**config.mk**
```make
export PLATFORM = sky130hd
export DESIGN_NAME = mic_irq_ctrl
export DESIGN_NICKNAME = d
export VERILOG_FILES = /design/src/rtl/mic_pkg.sv /design/src/rtl/mic_irq_ctrl.sv
export SDC_FILE = /design/constraint.sdc
export NUM_CORES = 1
export LEC_CHECK = 0
export ABC_AREA = 1
export BUFFER_PORTS_ARGS = -buffer_cell sky130_fd_sc_hd__buf_4
export CAP_MARGIN = 20
export CORE_ASPECT_RATIO = 2
export CORE_MARGIN = 2
export CORE_UTILIZATION = 47
export DETAILED_ROUTE_END_ITERATION = 8
export PLACE_DENSITY = 0.78
export SYNTH_ARGS = -nofsm -noshare
export SYNTH_HDL_FRONTEND = slang
export SYNTH_SLANG_ARGS = --single-unit
```
**constraint.sdc**
```tcl
create_clock -name clk_i -period 1.5 [get_ports clk_i]
set_clock_uncertainty 0.1 [all_clocks]
set_input_delay 0.075 -clock clk_i [delete_from_list [all_inputs] [get_ports clk_i]]
set_output_delay 0.075 -clock clk_i [all_outputs]
set_load 0.1 [all_outputs]
```
**src/rtl/mic_pkg.sv**
```systemverilog
// constants, register map and types of the interrupt controller
package mic_pkg;

  // ==========================================================================
  // register byte offsets
  localparam logic [7:0] MIC_OFS_CTRL   = 8'h00;
  localparam logic [7:0] MIC_OFS_PFLAG  = 8'h04;
  localparam logic [7:0] MIC_OFS_PEN    = 8'h08;
  localparam logic [7:0] MIC_OFS_ISTAT  = 8'h0c;
  localparam logic [7:0] MIC_OFS_ICLR   = 8'h10;
  localparam logic [7:0] MIC_OFS_IEN    = 8'h14;

  // ==========================================================================
  // irq_control_reg fields
  localparam int MIC_CTRL_GIE_BIT   = 7;
  localparam int MIC_CTRL_PERIPHERAL_IRQ_ENABLE_BIT  = 6;
  localparam int MIC_CTRL_TMREN_BIT = 5;
  localparam int MIC_CTRL_EDGEN_BIT = 4;
  localparam int MIC_CTRL_PRTEN_BIT = 3;
  localparam int MIC_CTRL_TMRF_BIT  = 2;
  localparam int MIC_CTRL_EDGF_BIT  = 1;
  localparam int MIC_CTRL_PRTF_BIT  = 0;

  // ==========================================================================
  // peripheral_flag_reg and peripheral_enable_reg fields
  localparam int MIC_HOST_BIT = 7;
  localparam int MIC_CMP_BIT  = 6;

  // ==========================================================================
  // event status layout
  localparam int MIC_EV_WIDTH  = 6;
  localparam int MIC_EV_EDGE   = 0;
  localparam int MIC_EV_TIMER  = 1;
  localparam int MIC_EV_PORT   = 2;
  localparam int MIC_EV_CMP    = 3;
  localparam int MIC_EV_HOST   = 4;
  localparam int MIC_EV_TAKEN  = 5;

  // ==========================================================================
  // core side, bus answers, variant
  localparam logic [12:0] MIC_VECTOR_ADDR   = 13'h0004;
  localparam logic [12:0] MIC_PC_RESET      = 13'h0000;
  localparam int          MIC_PORT_PINS     = 4;
  localparam int          MIC_CMP_OUTS      = 2;
  localparam logic [1:0]  MIC_RESP_OKAY     = 2'h0;
  localparam logic [1:0]  MIC_RESP_SLVERR   = 2'h2;
  localparam bit          MIC_HAS_HOST_PORT = 1'b1;

  typedef enum logic [2:0] {
    MIC_SEL_NONE,
    MIC_SEL_CTRL,
    MIC_SEL_PFLAG,
    MIC_SEL_PEN,
    MIC_SEL_ISTAT,
    MIC_SEL_ICLR,
    MIC_SEL_IEN
  } mic_sel_t;

  typedef enum logic [1:0] {
    MIC_IDLE,
    MIC_HOLD,
    MIC_ENTER
  } mic_state_t;

endpackage

```
**src/rtl/mic_irq_ctrl.sv**
```systemverilog
// interrupt controller: sources, enables, vectoring and register slave
//
// What this block does
// Five request sources on the full variant, four without the host port.
// Global enable bit 7 of control lets unmasked requests through, else blocks all.
// Every reset clears the global enable so nothing is taken.
// Return from handler pops the address and sets the global enable again.
// Core flags and enables sit in control; peripheral ones need peripheral enable.
// Host and compare flags sit in the flag register, enables in the enable register.
// Taking a request clears global enable, pushes return address, loads vector 0004h.
// Handler polls flags and clears serviced ones before enabling again.
// Edge and port change events reach the vector in five or six cycles.
// Flags set on their event whatever the enables say.
// Clearing global enable blocks next-cycle requests, forces a no-op, keeps them pending.
// Only the return address is saved on entry; no other state.
// Host flag bit 7 sets on each finished host port access, stays until cleared.
// Compare flag bit 6 sets on any comparator output change, software clears it.
// Request is global enable and an enabled core or gated peripheral flag.
`timescale 1ns/1ps

module mic_irq_ctrl #(
  parameter bit HAS_HOST_PORT = mic_pkg::MIC_HAS_HOST_PORT
) (
  input  wire logic                            clk_i,
  input  wire logic                            rst_i,
  input  wire logic                            edge_irq_pin_i,
  input  wire logic [mic_pkg::MIC_PORT_PINS-1:0] port_change_pins_i,
  input  wire logic [mic_pkg::MIC_CMP_OUTS-1:0]  compare_out_i,
  input  wire logic                            timer_zero_ovf_i,
  input  wire logic                            host_port_done_i,
  input  wire logic                            ret_from_irq_i,
  input  wire logic [12:0]                     return_pc_i,
  output logic                                 core_irq_req_o,
  output logic                                 core_nop_o,
  output logic                                 vector_load_o,
  output logic [12:0]                          vector_addr_o,
  output logic                                 stack_push_o,
  output logic [12:0]                          stack_push_pc_o,
  output logic                                 stack_pop_o,
  output logic                                 irq_o,
  input  wire logic [7:0]                      s_axi_awaddr,
  input  wire logic                            s_axi_awvalid,
  output logic                                 s_axi_awready,
  input  wire logic [31:0]                     s_axi_wdata,
  input  wire logic [3:0]                      s_axi_wstrb,
  input  wire logic                            s_axi_wvalid,
  output logic                                 s_axi_wready,
  output logic [1:0]                           s_axi_bresp,
  output logic                                 s_axi_bvalid,
  input  wire logic                            s_axi_bready,
  input  wire logic [7:0]                      s_axi_araddr,
  input  wire logic                            s_axi_arvalid,
  output logic                                 s_axi_arready,
  output logic [31:0]                          s_axi_rdata,
  output logic [1:0]                           s_axi_rresp,
  output logic                                 s_axi_rvalid,
  input  wire logic                            s_axi_rready
);
  import mic_pkg::*;

  // ==========================================================================
  // state
  typedef struct packed {
    mic_state_t                  state;
    logic                        global_irq_enable, peripheral_irq_enable, tmr_en, edge_en, port_en;
    logic                        tmr_f, edge_f, port_f, host_f, cmp_f, host_en, cmp_en;
    logic [MIC_EV_WIDTH-1:0]     ev_stat;
    logic [MIC_EV_WIDTH-1:0]     ev_en;
    logic [2:0]                  edge_s;
    logic                        edge_flt;
    logic [1:0]                  warm;
    logic [MIC_PORT_PINS-1:0]    pc_s1, pc_s2, pc_s3, pc_flt;
    logic [MIC_CMP_OUTS-1:0]     cm_s1, cm_s2, cm_s3, cm_flt;
    logic                        aw_full, w_full, w_lane0;
    logic [7:0]                  aw_addr;
    logic [7:0]                  w_data;
    logic                        awready, wready, bvalid;
    logic [1:0]                  bresp;
    logic                        arready, rvalid;
    logic [1:0]                  rresp;
    logic [31:0]                 rdata;
    logic                        req, nop, vec, push, pop, irq;
    logic [12:0]                 vec_addr;
    logic [12:0]                 push_pc;
  } mic_st_t;

  mic_st_t                  st_q;
  mic_st_t                  st_d;
  logic                     edge_evt;
  logic                     port_evt;
  logic                     cmp_evt;
  logic                     host_evt;
  logic                     wr_fire;
  logic                     gie_clr_wr;
  logic [MIC_PORT_PINS-1:0] pc_agree;
  logic [MIC_CMP_OUTS-1:0]  cm_agree;
  mic_sel_t                 wsel;
  mic_sel_t                 rsel;
  logic [31:0]              rd_word;

  function automatic mic_sel_t mic_decode(input logic [7:0] addr);
    mic_sel_t sel;
    sel = MIC_SEL_NONE;
    if (addr == MIC_OFS_CTRL) sel = MIC_SEL_CTRL;
    else if (addr == MIC_OFS_PFLAG) sel = MIC_SEL_PFLAG;
    else if (addr == MIC_OFS_PEN) sel = MIC_SEL_PEN;
    else if (addr == MIC_OFS_ISTAT) sel = MIC_SEL_ISTAT;
    else if (addr == MIC_OFS_ICLR) sel = MIC_SEL_ICLR;
    else if (addr == MIC_OFS_IEN) sel = MIC_SEL_IEN;
    return sel;
  endfunction

  function automatic logic mic_pending(input mic_st_t s);
    logic core_hit;
    logic peri_hit;
    core_hit = (s.edge_f & s.edge_en) | (s.tmr_f & s.tmr_en) | (s.port_f & s.port_en);
    peri_hit = s.peripheral_irq_enable & ((s.host_f & s.host_en) | (s.cmp_f & s.cmp_en));
    return s.global_irq_enable & (core_hit | peri_hit);  // see R15
  endfunction

  // ==========================================================================
  // next state
  always_comb begin
    st_d     = st_q;
    rd_word  = 32'h0;
    wsel     = mic_decode(st_q.aw_addr);
    rsel     = mic_decode(s_axi_araddr);
    st_d.vec  = 1'b0;
    st_d.push = 1'b0;
    st_d.pop  = 1'b0;

    // pin inputs: three stages, a change (on the edge pin only a rise) counts once stages two and three agree
    st_d.edge_s = {st_q.edge_s[1:0], edge_irq_pin_i};
    edge_evt    = (st_q.edge_s[1] == st_q.edge_s[2]) & st_q.edge_s[2] & ~st_q.edge_flt;
    if (st_q.edge_s[1] == st_q.edge_s[2]) begin
      st_d.edge_flt = st_q.edge_s[2];
    end
    st_d.pc_s1 = port_change_pins_i;
    st_d.pc_s2 = st_q.pc_s1;
    st_d.pc_s3 = st_q.pc_s2;
    // chain fills before changes count, so the idle pin level after reset is no event
    st_d.warm  = (st_q.warm == 2'h3) ? 2'h3 : st_q.warm + 2'h1;
    pc_agree   = ~(st_q.pc_s2 ^ st_q.pc_s3);
    port_evt   = (st_q.warm == 2'h3) & |(pc_agree & (st_q.pc_s3 ^ st_q.pc_flt));
    st_d.pc_flt = (st_q.warm == 2'h3) ? ((pc_agree & st_q.pc_s3) | (~pc_agree & st_q.pc_flt))
                                      : st_q.pc_s2;
    st_d.cm_s1 = compare_out_i;
    st_d.cm_s2 = st_q.cm_s1;
    st_d.cm_s3 = st_q.cm_s2;
    cm_agree   = ~(st_q.cm_s2 ^ st_q.cm_s3);
    cmp_evt    = (st_q.warm == 2'h3) & |(cm_agree & (st_q.cm_s3 ^ st_q.cm_flt));
    st_d.cm_flt = (st_q.warm == 2'h3) ? ((cm_agree & st_q.cm_s3) | (~cm_agree & st_q.cm_flt))
                                      : st_q.cm_s2;
    host_evt   = host_port_done_i & HAS_HOST_PORT;

    // write channel
    wr_fire    = st_q.aw_full & st_q.w_full & ~st_q.bvalid;
    gie_clr_wr = 1'b0;
    if (st_q.bvalid & s_axi_bready) begin
      st_d.bvalid = 1'b0;
    end
    if (wr_fire) begin
      st_d.aw_full = 1'b0;
      st_d.w_full  = 1'b0;
      st_d.bvalid  = 1'b1;
      st_d.bresp   = (wsel == MIC_SEL_NONE) ? MIC_RESP_SLVERR : MIC_RESP_OKAY;
      if (st_q.w_lane0) begin
        unique case (wsel)
          MIC_SEL_CTRL: begin
            st_d.global_irq_enable     = st_q.w_data[MIC_CTRL_GIE_BIT];
            st_d.peripheral_irq_enable    = st_q.w_data[MIC_CTRL_PERIPHERAL_IRQ_ENABLE_BIT];
            st_d.tmr_en  = st_q.w_data[MIC_CTRL_TMREN_BIT];
            st_d.edge_en = st_q.w_data[MIC_CTRL_EDGEN_BIT];
            st_d.port_en = st_q.w_data[MIC_CTRL_PRTEN_BIT];
            st_d.tmr_f   = st_q.w_data[MIC_CTRL_TMRF_BIT];
            st_d.edge_f  = st_q.w_data[MIC_CTRL_EDGF_BIT];
            st_d.port_f  = st_q.w_data[MIC_CTRL_PRTF_BIT];
            gie_clr_wr   = st_q.global_irq_enable & ~st_q.w_data[MIC_CTRL_GIE_BIT];
          end
          MIC_SEL_PFLAG: begin
            st_d.host_f = st_q.w_data[MIC_HOST_BIT] & HAS_HOST_PORT;
            st_d.cmp_f  = st_q.w_data[MIC_CMP_BIT];
          end
          MIC_SEL_PEN: begin
            st_d.host_en = st_q.w_data[MIC_HOST_BIT] & HAS_HOST_PORT;
            st_d.cmp_en  = st_q.w_data[MIC_CMP_BIT];
          end
          MIC_SEL_ICLR:  st_d.ev_stat = st_q.ev_stat & ~st_q.w_data[MIC_EV_WIDTH-1:0];
          MIC_SEL_IEN:   st_d.ev_en = st_q.w_data[MIC_EV_WIDTH-1:0];
          MIC_SEL_ISTAT, MIC_SEL_NONE: st_d.ev_stat = st_q.ev_stat;
        endcase
      end
    end
    if (s_axi_awvalid & st_q.awready) begin
      st_d.aw_full = 1'b1;
      st_d.aw_addr = s_axi_awaddr;
    end
    if (s_axi_wvalid & st_q.wready) begin
      st_d.w_full  = 1'b1;
      st_d.w_data  = s_axi_wdata[7:0];
      st_d.w_lane0 = s_axi_wstrb[0];
    end
    st_d.awready = ~st_d.aw_full & ~st_d.bvalid;
    st_d.wready  = ~st_d.w_full & ~st_d.bvalid;

    // read channel
    unique case (rsel)
      MIC_SEL_CTRL: begin
        rd_word[MIC_CTRL_GIE_BIT]   = st_q.global_irq_enable;
        rd_word[MIC_CTRL_PERIPHERAL_IRQ_ENABLE_BIT]  = st_q.peripheral_irq_enable;
        rd_word[MIC_CTRL_TMREN_BIT] = st_q.tmr_en;
        rd_word[MIC_CTRL_EDGEN_BIT] = st_q.edge_en;
        rd_word[MIC_CTRL_PRTEN_BIT] = st_q.port_en;
        rd_word[MIC_CTRL_TMRF_BIT]  = st_q.tmr_f;
        rd_word[MIC_CTRL_EDGF_BIT]  = st_q.edge_f;
        rd_word[MIC_CTRL_PRTF_BIT]  = st_q.port_f;
      end
      MIC_SEL_PFLAG: begin
        rd_word[MIC_HOST_BIT] = st_q.host_f;
        rd_word[MIC_CMP_BIT]  = st_q.cmp_f;
      end
      MIC_SEL_PEN: begin
        rd_word[MIC_HOST_BIT] = st_q.host_en;
        rd_word[MIC_CMP_BIT]  = st_q.cmp_en;
      end
      MIC_SEL_ISTAT: rd_word[MIC_EV_WIDTH-1:0] = st_q.ev_stat;
      MIC_SEL_IEN:   rd_word[MIC_EV_WIDTH-1:0] = st_q.ev_en;
      MIC_SEL_ICLR, MIC_SEL_NONE: rd_word = 32'h0;
    endcase
    if (st_q.rvalid & s_axi_rready) begin
      st_d.rvalid = 1'b0;
    end
    if (s_axi_arvalid & st_q.arready) begin
      st_d.rvalid = 1'b1;
      st_d.rdata  = rd_word;
      st_d.rresp  = (rsel == MIC_SEL_NONE) ? MIC_RESP_SLVERR : MIC_RESP_OKAY;
    end
    st_d.arready = ~st_d.rvalid;

    // events set flags after software writes, so a same-cycle set wins
    if (edge_evt) st_d.edge_f = 1'b1;
    if (timer_zero_ovf_i) st_d.tmr_f = 1'b1;
    if (port_evt) st_d.port_f = 1'b1;
    if (cmp_evt) st_d.cmp_f = 1'b1;
    if (host_evt) st_d.host_f = 1'b1;
    st_d.ev_stat[MIC_EV_EDGE]  = st_d.ev_stat[MIC_EV_EDGE] | edge_evt;
    st_d.ev_stat[MIC_EV_TIMER] = st_d.ev_stat[MIC_EV_TIMER] | timer_zero_ovf_i;
    st_d.ev_stat[MIC_EV_PORT]  = st_d.ev_stat[MIC_EV_PORT] | port_evt;
    st_d.ev_stat[MIC_EV_CMP]   = st_d.ev_stat[MIC_EV_CMP] | cmp_evt;
    st_d.ev_stat[MIC_EV_HOST]  = st_d.ev_stat[MIC_EV_HOST] | host_evt;

    // leaving the handler re-enables and pops the saved address
    if (ret_from_irq_i) begin
      st_d.global_irq_enable = 1'b1;
      st_d.pop = 1'b1;
    end

    // vectoring: one flushed cycle, then push and jump
    unique case (st_q.state)
      MIC_IDLE: begin
        if (mic_pending(st_q) & ~gie_clr_wr) begin  // see R11
          st_d.state = MIC_HOLD;
        end
      end
      MIC_HOLD: begin
        st_d.state    = MIC_ENTER;
        st_d.global_irq_enable      = 1'b0;
        st_d.vec      = 1'b1;
        st_d.vec_addr = MIC_VECTOR_ADDR;
        st_d.push     = 1'b1;
        st_d.push_pc  = return_pc_i;
        st_d.ev_stat[MIC_EV_TAKEN] = 1'b1;
      end
      MIC_ENTER: st_d.state = MIC_IDLE;
    endcase

    st_d.req = mic_pending(st_d);
    st_d.nop = (st_d.state == MIC_HOLD) | gie_clr_wr;
    st_d.irq = |(st_d.ev_stat & st_d.ev_en);
  end

  // ==========================================================================
  // registers
  always_ff @(posedge clk_i) begin
    if (rst_i) begin
      st_q <= '0;
    end else begin
      st_q <= st_d;
    end
  end

  assign core_irq_req_o  = st_q.req;
  assign core_nop_o      = st_q.nop;
  assign vector_load_o   = st_q.vec;
  assign vector_addr_o   = st_q.vec_addr;
  assign stack_push_o    = st_q.push;
  assign stack_push_pc_o = st_q.push_pc;
  assign stack_pop_o     = st_q.pop;
  assign irq_o           = st_q.irq;
  assign s_axi_awready   = st_q.awready;
  assign s_axi_wready    = st_q.wready;
  assign s_axi_bresp     = st_q.bresp;
  assign s_axi_bvalid    = st_q.bvalid;
  assign s_axi_arready   = st_q.arready;
  assign s_axi_rdata     = st_q.rdata;
  assign s_axi_rresp     = st_q.rresp;
  assign s_axi_rvalid    = st_q.rvalid;
endmodule

```
==> run_results.csv, run 1 <==
group,metric,value,unit
detailed_routing,routed_wl,14000,um
job,drv_cap,0,
detailed_routing,drt_iter0_markers,257,
die,core,10900,um^2
clock_tree,insertion_delay,0.35,ns
critical_path,worst-path-max-fanout,7,
clock_tree,h-tree-depth,3,
timing,grt_setup_unrepaired,"yes",
critical_path,cp-end-kind,"flop",
die,dieArea,12200,um^2
yosys,yosysSeqAreaShare,0.412,
grt,grtUsageTotal,0.230,
cells_and_area,nets,990,
place,dp.cells,982,
cells_and_area,layout.cells.non_filler,1051,
pwr,vdd_ir_drop_max,0.674,mV
critical_path,r2r-start,"st_q[82]",
yosys,yosysUniqueCellTypes,38,
cells_and_area,drive_gt1_frac,0.263,
run_status,violations,"setup timing",
timing,fmax,553,MHz
cells_and_area,utilization,0.659,
grt,antenna_found_initial,0,
die,initial_core_util,0.484,
detailed_routing,route.detailed.drc,0,
timing,min_period,1.81,ns
critical_path,critPathLaunchType,"flop",
yosys,yosysTopAreaCell,"dfxtp_1",
place,port_buffers,89,
die,io-pin-count,155,
timing,fin_crit_sh,1.21,
detailed_routing,ant_nets,0,
detailed_routing,post_drt_wl_per_cell,13.3,um
grt,grt_pass1_vias,4965,
detailed_routing,via_per_inst,4.96,
run_status,outcome,"finished with violations",
pwr,leakage,3.50,nW
critical_path,reg2reg_depth,13,
min_path,hp-class,"input pin to flop",
timing,maxSlewViolCount,0,
critical_path,r2r-end,"core_irq_req_o",
critical_path,cp_data_arrival_time,1.96,ns
yosys,async_flop_share,0,
yosys,ys_ff_latch,109,
yosys,postSynthCellCount,750,
place,place.gp.congestion,0.869,
yosys,synth_area_per_cell,7.07,um^2
critical_path,reg2reg_slack,-0.31,ns
critical_path,worstSetupPathType,"flop to flop",
cells_and_area,antenna_cells,0,
cells_and_area,area_delta_synth_final,36.0,%
yosys,syn_area,5300,um^2
clock_tree,clk_pin_slew,0.07,ns
min_path,worstHoldStart,"s_axi_awvalid",
clock_tree,root_buffer,"clkbuf_16",
place,dpl.hpwl,9420,um
timing,tns,-1.72,ns
clock_tree,clockBufferDepth,2,
yosys,ys_warn_count,0,
timing,hold_violations,0,
pwr,cellPowerDensity,1020,nW/um^2
clock_tree,cts_tree,"done",
grt,grt_start_max_net_pins,28,
critical_path,crit_required,1.65,ns
yosys,synth_ff_type,"dfxtp_1",
die,die_h,154,um
min_path,min_to,"st_q[91]",
timing,setup_viol,15,
timing,setup_ws,-0.308,ns
yosys,synth_edf_count,0,
detailed_routing,first_pass_iters,5,
timing,hold_slack,0.00836,ns
yosys,synthTopCellsByArea,"dfxtp_1, nand2_1, buf_4",
detailed_routing,dr_total_vias,5217,
place,post-place-ws,-0.269,ns
clock_tree,cts_buffers,9,
clock_tree,clock_sinks,109,
grt,gr-total-overflow,0,
grt,grt_pass1_wl,22200,um
yosys,synth_top_area_frac,0.412,
min_path,worst_hold_path.num_cells,5,
die,num_rows,54,
die,die_w,79.1,um
logic make-up (layout without fill, tap and decap cells):
kind of cell | Yosys count | in the layout | share of synthesized area
compound gates | 131 | 131 | 0.143
flops | 109 | 109 | 0.412
other cells | 1 | 38 | 0.000707
fa+ha+maj | 2 | 2 | 0.00472
buf+inv | 181 | 304 | 0.177
simple gates | 326 | 327 | 0.262
stage by stage:
stage               cell area [um^2]  total power [mW]
global route                    7210              7.61
floorplan                       5470              4.19
finish                          7210              7.36
global placement                6160              4.47
detailed placement              6160              4.48
CTS                             7090              7.33
flip-flops by register name, indices dropped and copies added, names as in the netlist, 8 cells and up, named ones only:
register         count
s_axi_rdata          8
stack_push_pc_o     13
st_q                55
st_d                14
routing by layer:
metal	vias up	routed length, um	GRT usage
li1	2592	-	-
met1	2379	4990	0.229
met2	188	7560	0.423
met3	58	697	0.0449
met4	0	767	0.144
met5	-	0	0
placed cells by master, fill, tap and decap left out, types with 7 or more instances in the layout:
cell type,netlist,final
a21oi_1,46,44
a22o_1,13,13
buf_4,63,138
buf_6,1,7
clkbuf_16,0,9
conb_1,1,38
dfxtp_1,109,97
dfxtp_2,0,10
dlygate4sd3_1,0,42
inv_1,90,86
nand2_1,203,195
nand2_2,5,9
nand3_1,29,23
nor2_1,59,54
o211ai_1,7,7
o21ai_0,34,28
o21ai_1,17,16
what timing repair did:
action,in CTS,in global routing
pin swaps,17,14
setup buffers,7,3
setup endpoints to repair,22,27
cloned,1,0
hold buffers,42,0
endpoints found under the hold margin,55,0
resized for setup,32,30
where the power goes:
group	internal (mW)	switching (mW)
logic	0.564	1.07
registers	3.00	0.0867
clock network	1.56	1.08
total	5.12	2.24
how the worst max path moves through the flow:
stage | from | to | slack [ns] | cells past startpoint
after global placement | st_q[83] | irq_o | -0.25 | 10
after detailed placement | st_q[83] | irq_o | -0.27 | 10
final | st_q[82] | core_irq_req_o | -0.31 | 13
after global routing | st_q[84] | core_irq_req_o | -0.40 | 14
after floorplan | s_axi_bvalid | irq_o | -0.13 | 10
after CTS | st_q[88] | irq_o | -0.22 | 10
synth_stat cells, types with 3 or more instances:
library cell,instances
a22o_1,13
a21oi_2,3
inv_2,3
nor2_2,4
nand3_1,29
o21ai_1,17
o21ai_0,34
clkbuf_1,12
dfxtp_1,109
buf_1,4
inv_1,90
o211ai_1,7
buf_4,63
a21oi_1,46
buf_2,5
or2_2,6
nor3_1,5
nand2_1,203
o221ai_1,3
a31oi_1,4
nand4_1,6
nor2_1,59
nand2_2,5
critical path, stage by stage, from the launching register on:
cell and delay, ns:
dfxtp_2 0.34, nor2_4 0.13, nand2_4 0.13, buf_6 0.15, o21ai_1 0.13, nand2_1 0.06, nand2_1 0.05, nand2_1 0.04
nand2_1 0.08, nand2_1 0.07, nand2_1 0.10, nand2_1 0.09, nor2_2 0.13, a21oi_2 0.06
final cells by class:
cell class,instances,area (um^2)
inverters,95,364
repair buffers,193,1660
clock inverters,5,81.3
clock buffers,11,253
flip-flops and latches,109,2200
well taps,140,175
fillers,916,3730
multi-input cells,498,2480
Power figures use the tool's default switching activity.
==> inputs of run 2 (changes only) <==
--- a/config.mk
+++ b/config.mk
@@ -13,6 +13,7 @@
 export CORE_UTILIZATION = 47
 export DETAILED_ROUTE_END_ITERATION = 8
 export PLACE_DENSITY = 0.78
+export RECOVER_POWER = 50
 export SYNTH_ARGS = -nofsm -noshare
 export SYNTH_HDL_FRONTEND = slang
 export SYNTH_SLANG_ARGS = --single-unit
==> run_results.csv, run 2 (same netlist as run 1, synthesis figures left out) <==
group,metric,value,unit
grt,grtUsageTotal,0.230,
clock_tree,cts_tree,"done",
critical_path,cp-end-kind,"flop",
detailed_routing,via_per_inst,4.95,
timing,fin_crit_sh,1.20,
place,dpl.hpwl,9420,um
place,port_buffers,89,
die,io-pin-count,155,
critical_path,critPathLaunchType,"flop",
grt,antenna_found_initial,0,
detailed_routing,ant_nets,0,
critical_path,worstSetupPathType,"flop to flop",
clock_tree,root_buffer,"clkbuf_16",
timing,maxSlewViolCount,0,
critical_path,worst-path-max-fanout,7,
grt,grt_pass1_wl,22200,um
cells_and_area,nets,990,
cells_and_area,area_delta_synth_final,34.6,%
cells_and_area,largest_register_ffs,55,
timing,fmax,554,MHz
clock_tree,insertion_delay,0.35,ns
cells_and_area,utilization,0.652,
run_status,violations,"setup timing",
pwr,vdd_ir_drop_max,0.678,mV
timing,hold_violations,0,
cells_and_area,final_common_cell,"nand2_1",
detailed_routing,drt_iter0_markers,280,
die,core,10900,um^2
detailed_routing,first_pass_iters,5,
die,dieArea,12200,um^2
timing,grt_setup_unrepaired,"yes",
timing,max_slew_margin,0.620,
timing,min_period,1.80,ns
die,initial_core_util,0.484,
die,die_w,79.1,um
clock_tree,h-tree-depth,3,
cells_and_area,layout.cells.non_filler,1051,
detailed_routing,route.detailed.drc,0,
place,dp.cells,982,
clock_tree,clockBufferDepth,2,
grt,grt_start_max_net_pins,28,
place,place.gp.congestion,0.869,
grt,grt_pass1_vias,4965,
cells_and_area,final_cell_mix,"nand2_1, buf_4, dfxtp_1",
die,num_rows,54,
detailed_routing,routed_wl,14000,um
cells_and_area,top_register,"st_q",
critical_path,cp_data_arrival_time,1.96,ns
timing,setup_viol,16,
critical_path,crit_required,1.65,ns
job,drv_cap,0,
timing,worstMarginPinSlew,0.572,ns
run_status,outcome,"finished with violations",
clock_tree,clock_sinks,109,
min_path,hp-class,"input pin to flop",
cells_and_area,antenna_cells,0,
pwr,cellPowerDensity,1030,nW/um^2
detailed_routing,dr_total_vias,5200,
detailed_routing,post_drt_wl_per_cell,13.3,um
pwr,leakage,3.47,nW
die,die_h,154,um
grt,gr-total-overflow,0,
timing,setup_ws,-0.303,ns
clock_tree,clk_pin_slew,0.07,ns
cells_and_area,drive_gt1_frac,0.261,
clock_tree,cts_buffers,9,
run 2: cell count changes in the layout (fill, tap and decap cells not counted):
cell | before | now
clkbuf_1 | 0 | 2
buf_4 | 138 | 109
clkbuf_2 | 0 | 27
run 2: final cells by class:
class	count	area [um^2]
clock buffer	11	253
clock inverter	5	81.3
inverter	95	364
fill	942	3810
sequential	109	2200
multi-input combinational	498	2480
timing repair buffer	193	1580
tap	140	175
run 2: layer usage:
metal / GRT usage / wire (um)
met5: 0 / 0
met1: 0.229 / 5020
met4: 0.144 / 780
met3: 0.0449 / 652
met2: 0.423 / 7560
run 2: worst paths after layout:
path / to / start / slack [ns] / cells after the start
worst min-delay path: st_q[91] / s_axi_awvalid / 0.005 / 5
worst max register to register: core_irq_req_o / st_q[82] / -0.30 / 13
worst max-delay path: core_irq_req_o / st_q[82] / -0.30 / 13
worst min register to register: st_d[105] / st_d[109] / 0.31 / 2
run 2: power breakdown:
group / internal, mW / total (mW) / leakage [nW] / switching [mW]
logic: 0.552 / 1.62 / 2.41 / 1.07
clock network: 1.56 / 2.65 / 0.162 / 1.09
registers: 3.00 / 3.09 / 0.894 / 0.0859
total: 5.11 / 7.36 / 3.47 / 2.25
run 2: metrics by stage:
step	worst slack, ns	hold WS [ns]	TNS (ns)	total power, mW	area, um^2
4_1_cts	-0.216	0.00877	-1.35	7.33	7090
6_report	-0.303	0.00550	-1.73	7.36	7140
5_1_grt	-0.403	0.00730	-3.92	7.60	7140
3_5_place_dp	-0.269	0.186	-1.79	4.48	6160
3_3_place_gp	-0.248	0.178	-1.21	4.47	6160
2_1_floorplan	-0.126	0.0820	-0.177	4.19	5470
run 2: critical path: stages (launching register included):
cell and delay, ns:
dfxtp_2 0.34, nor2_4 0.13, nand2_4 0.13, buf_6 0.15, o21ai_1 0.14, nand2_1 0.07
nand2_1 0.05, nand2_1 0.04, nand2_1 0.08, nand2_1 0.07, nand2_1 0.10, nand2_1 0.09
nor2_2 0.13, a21oi_2 0.06
run 2: what timing repair did:
| action | in CTS | in global routing |
|---|---|---|
| resized for setup | 32 | 30 |
| gates cloned | 1 | 0 |
| hold endpoints to repair | 55 | 0 |
| pin swaps | 17 | 14 |
| hold buffers | 42 | 0 |
| buffers inserted | 7 | 3 |
| endpoints found under the setup margin | 22 | 27 |
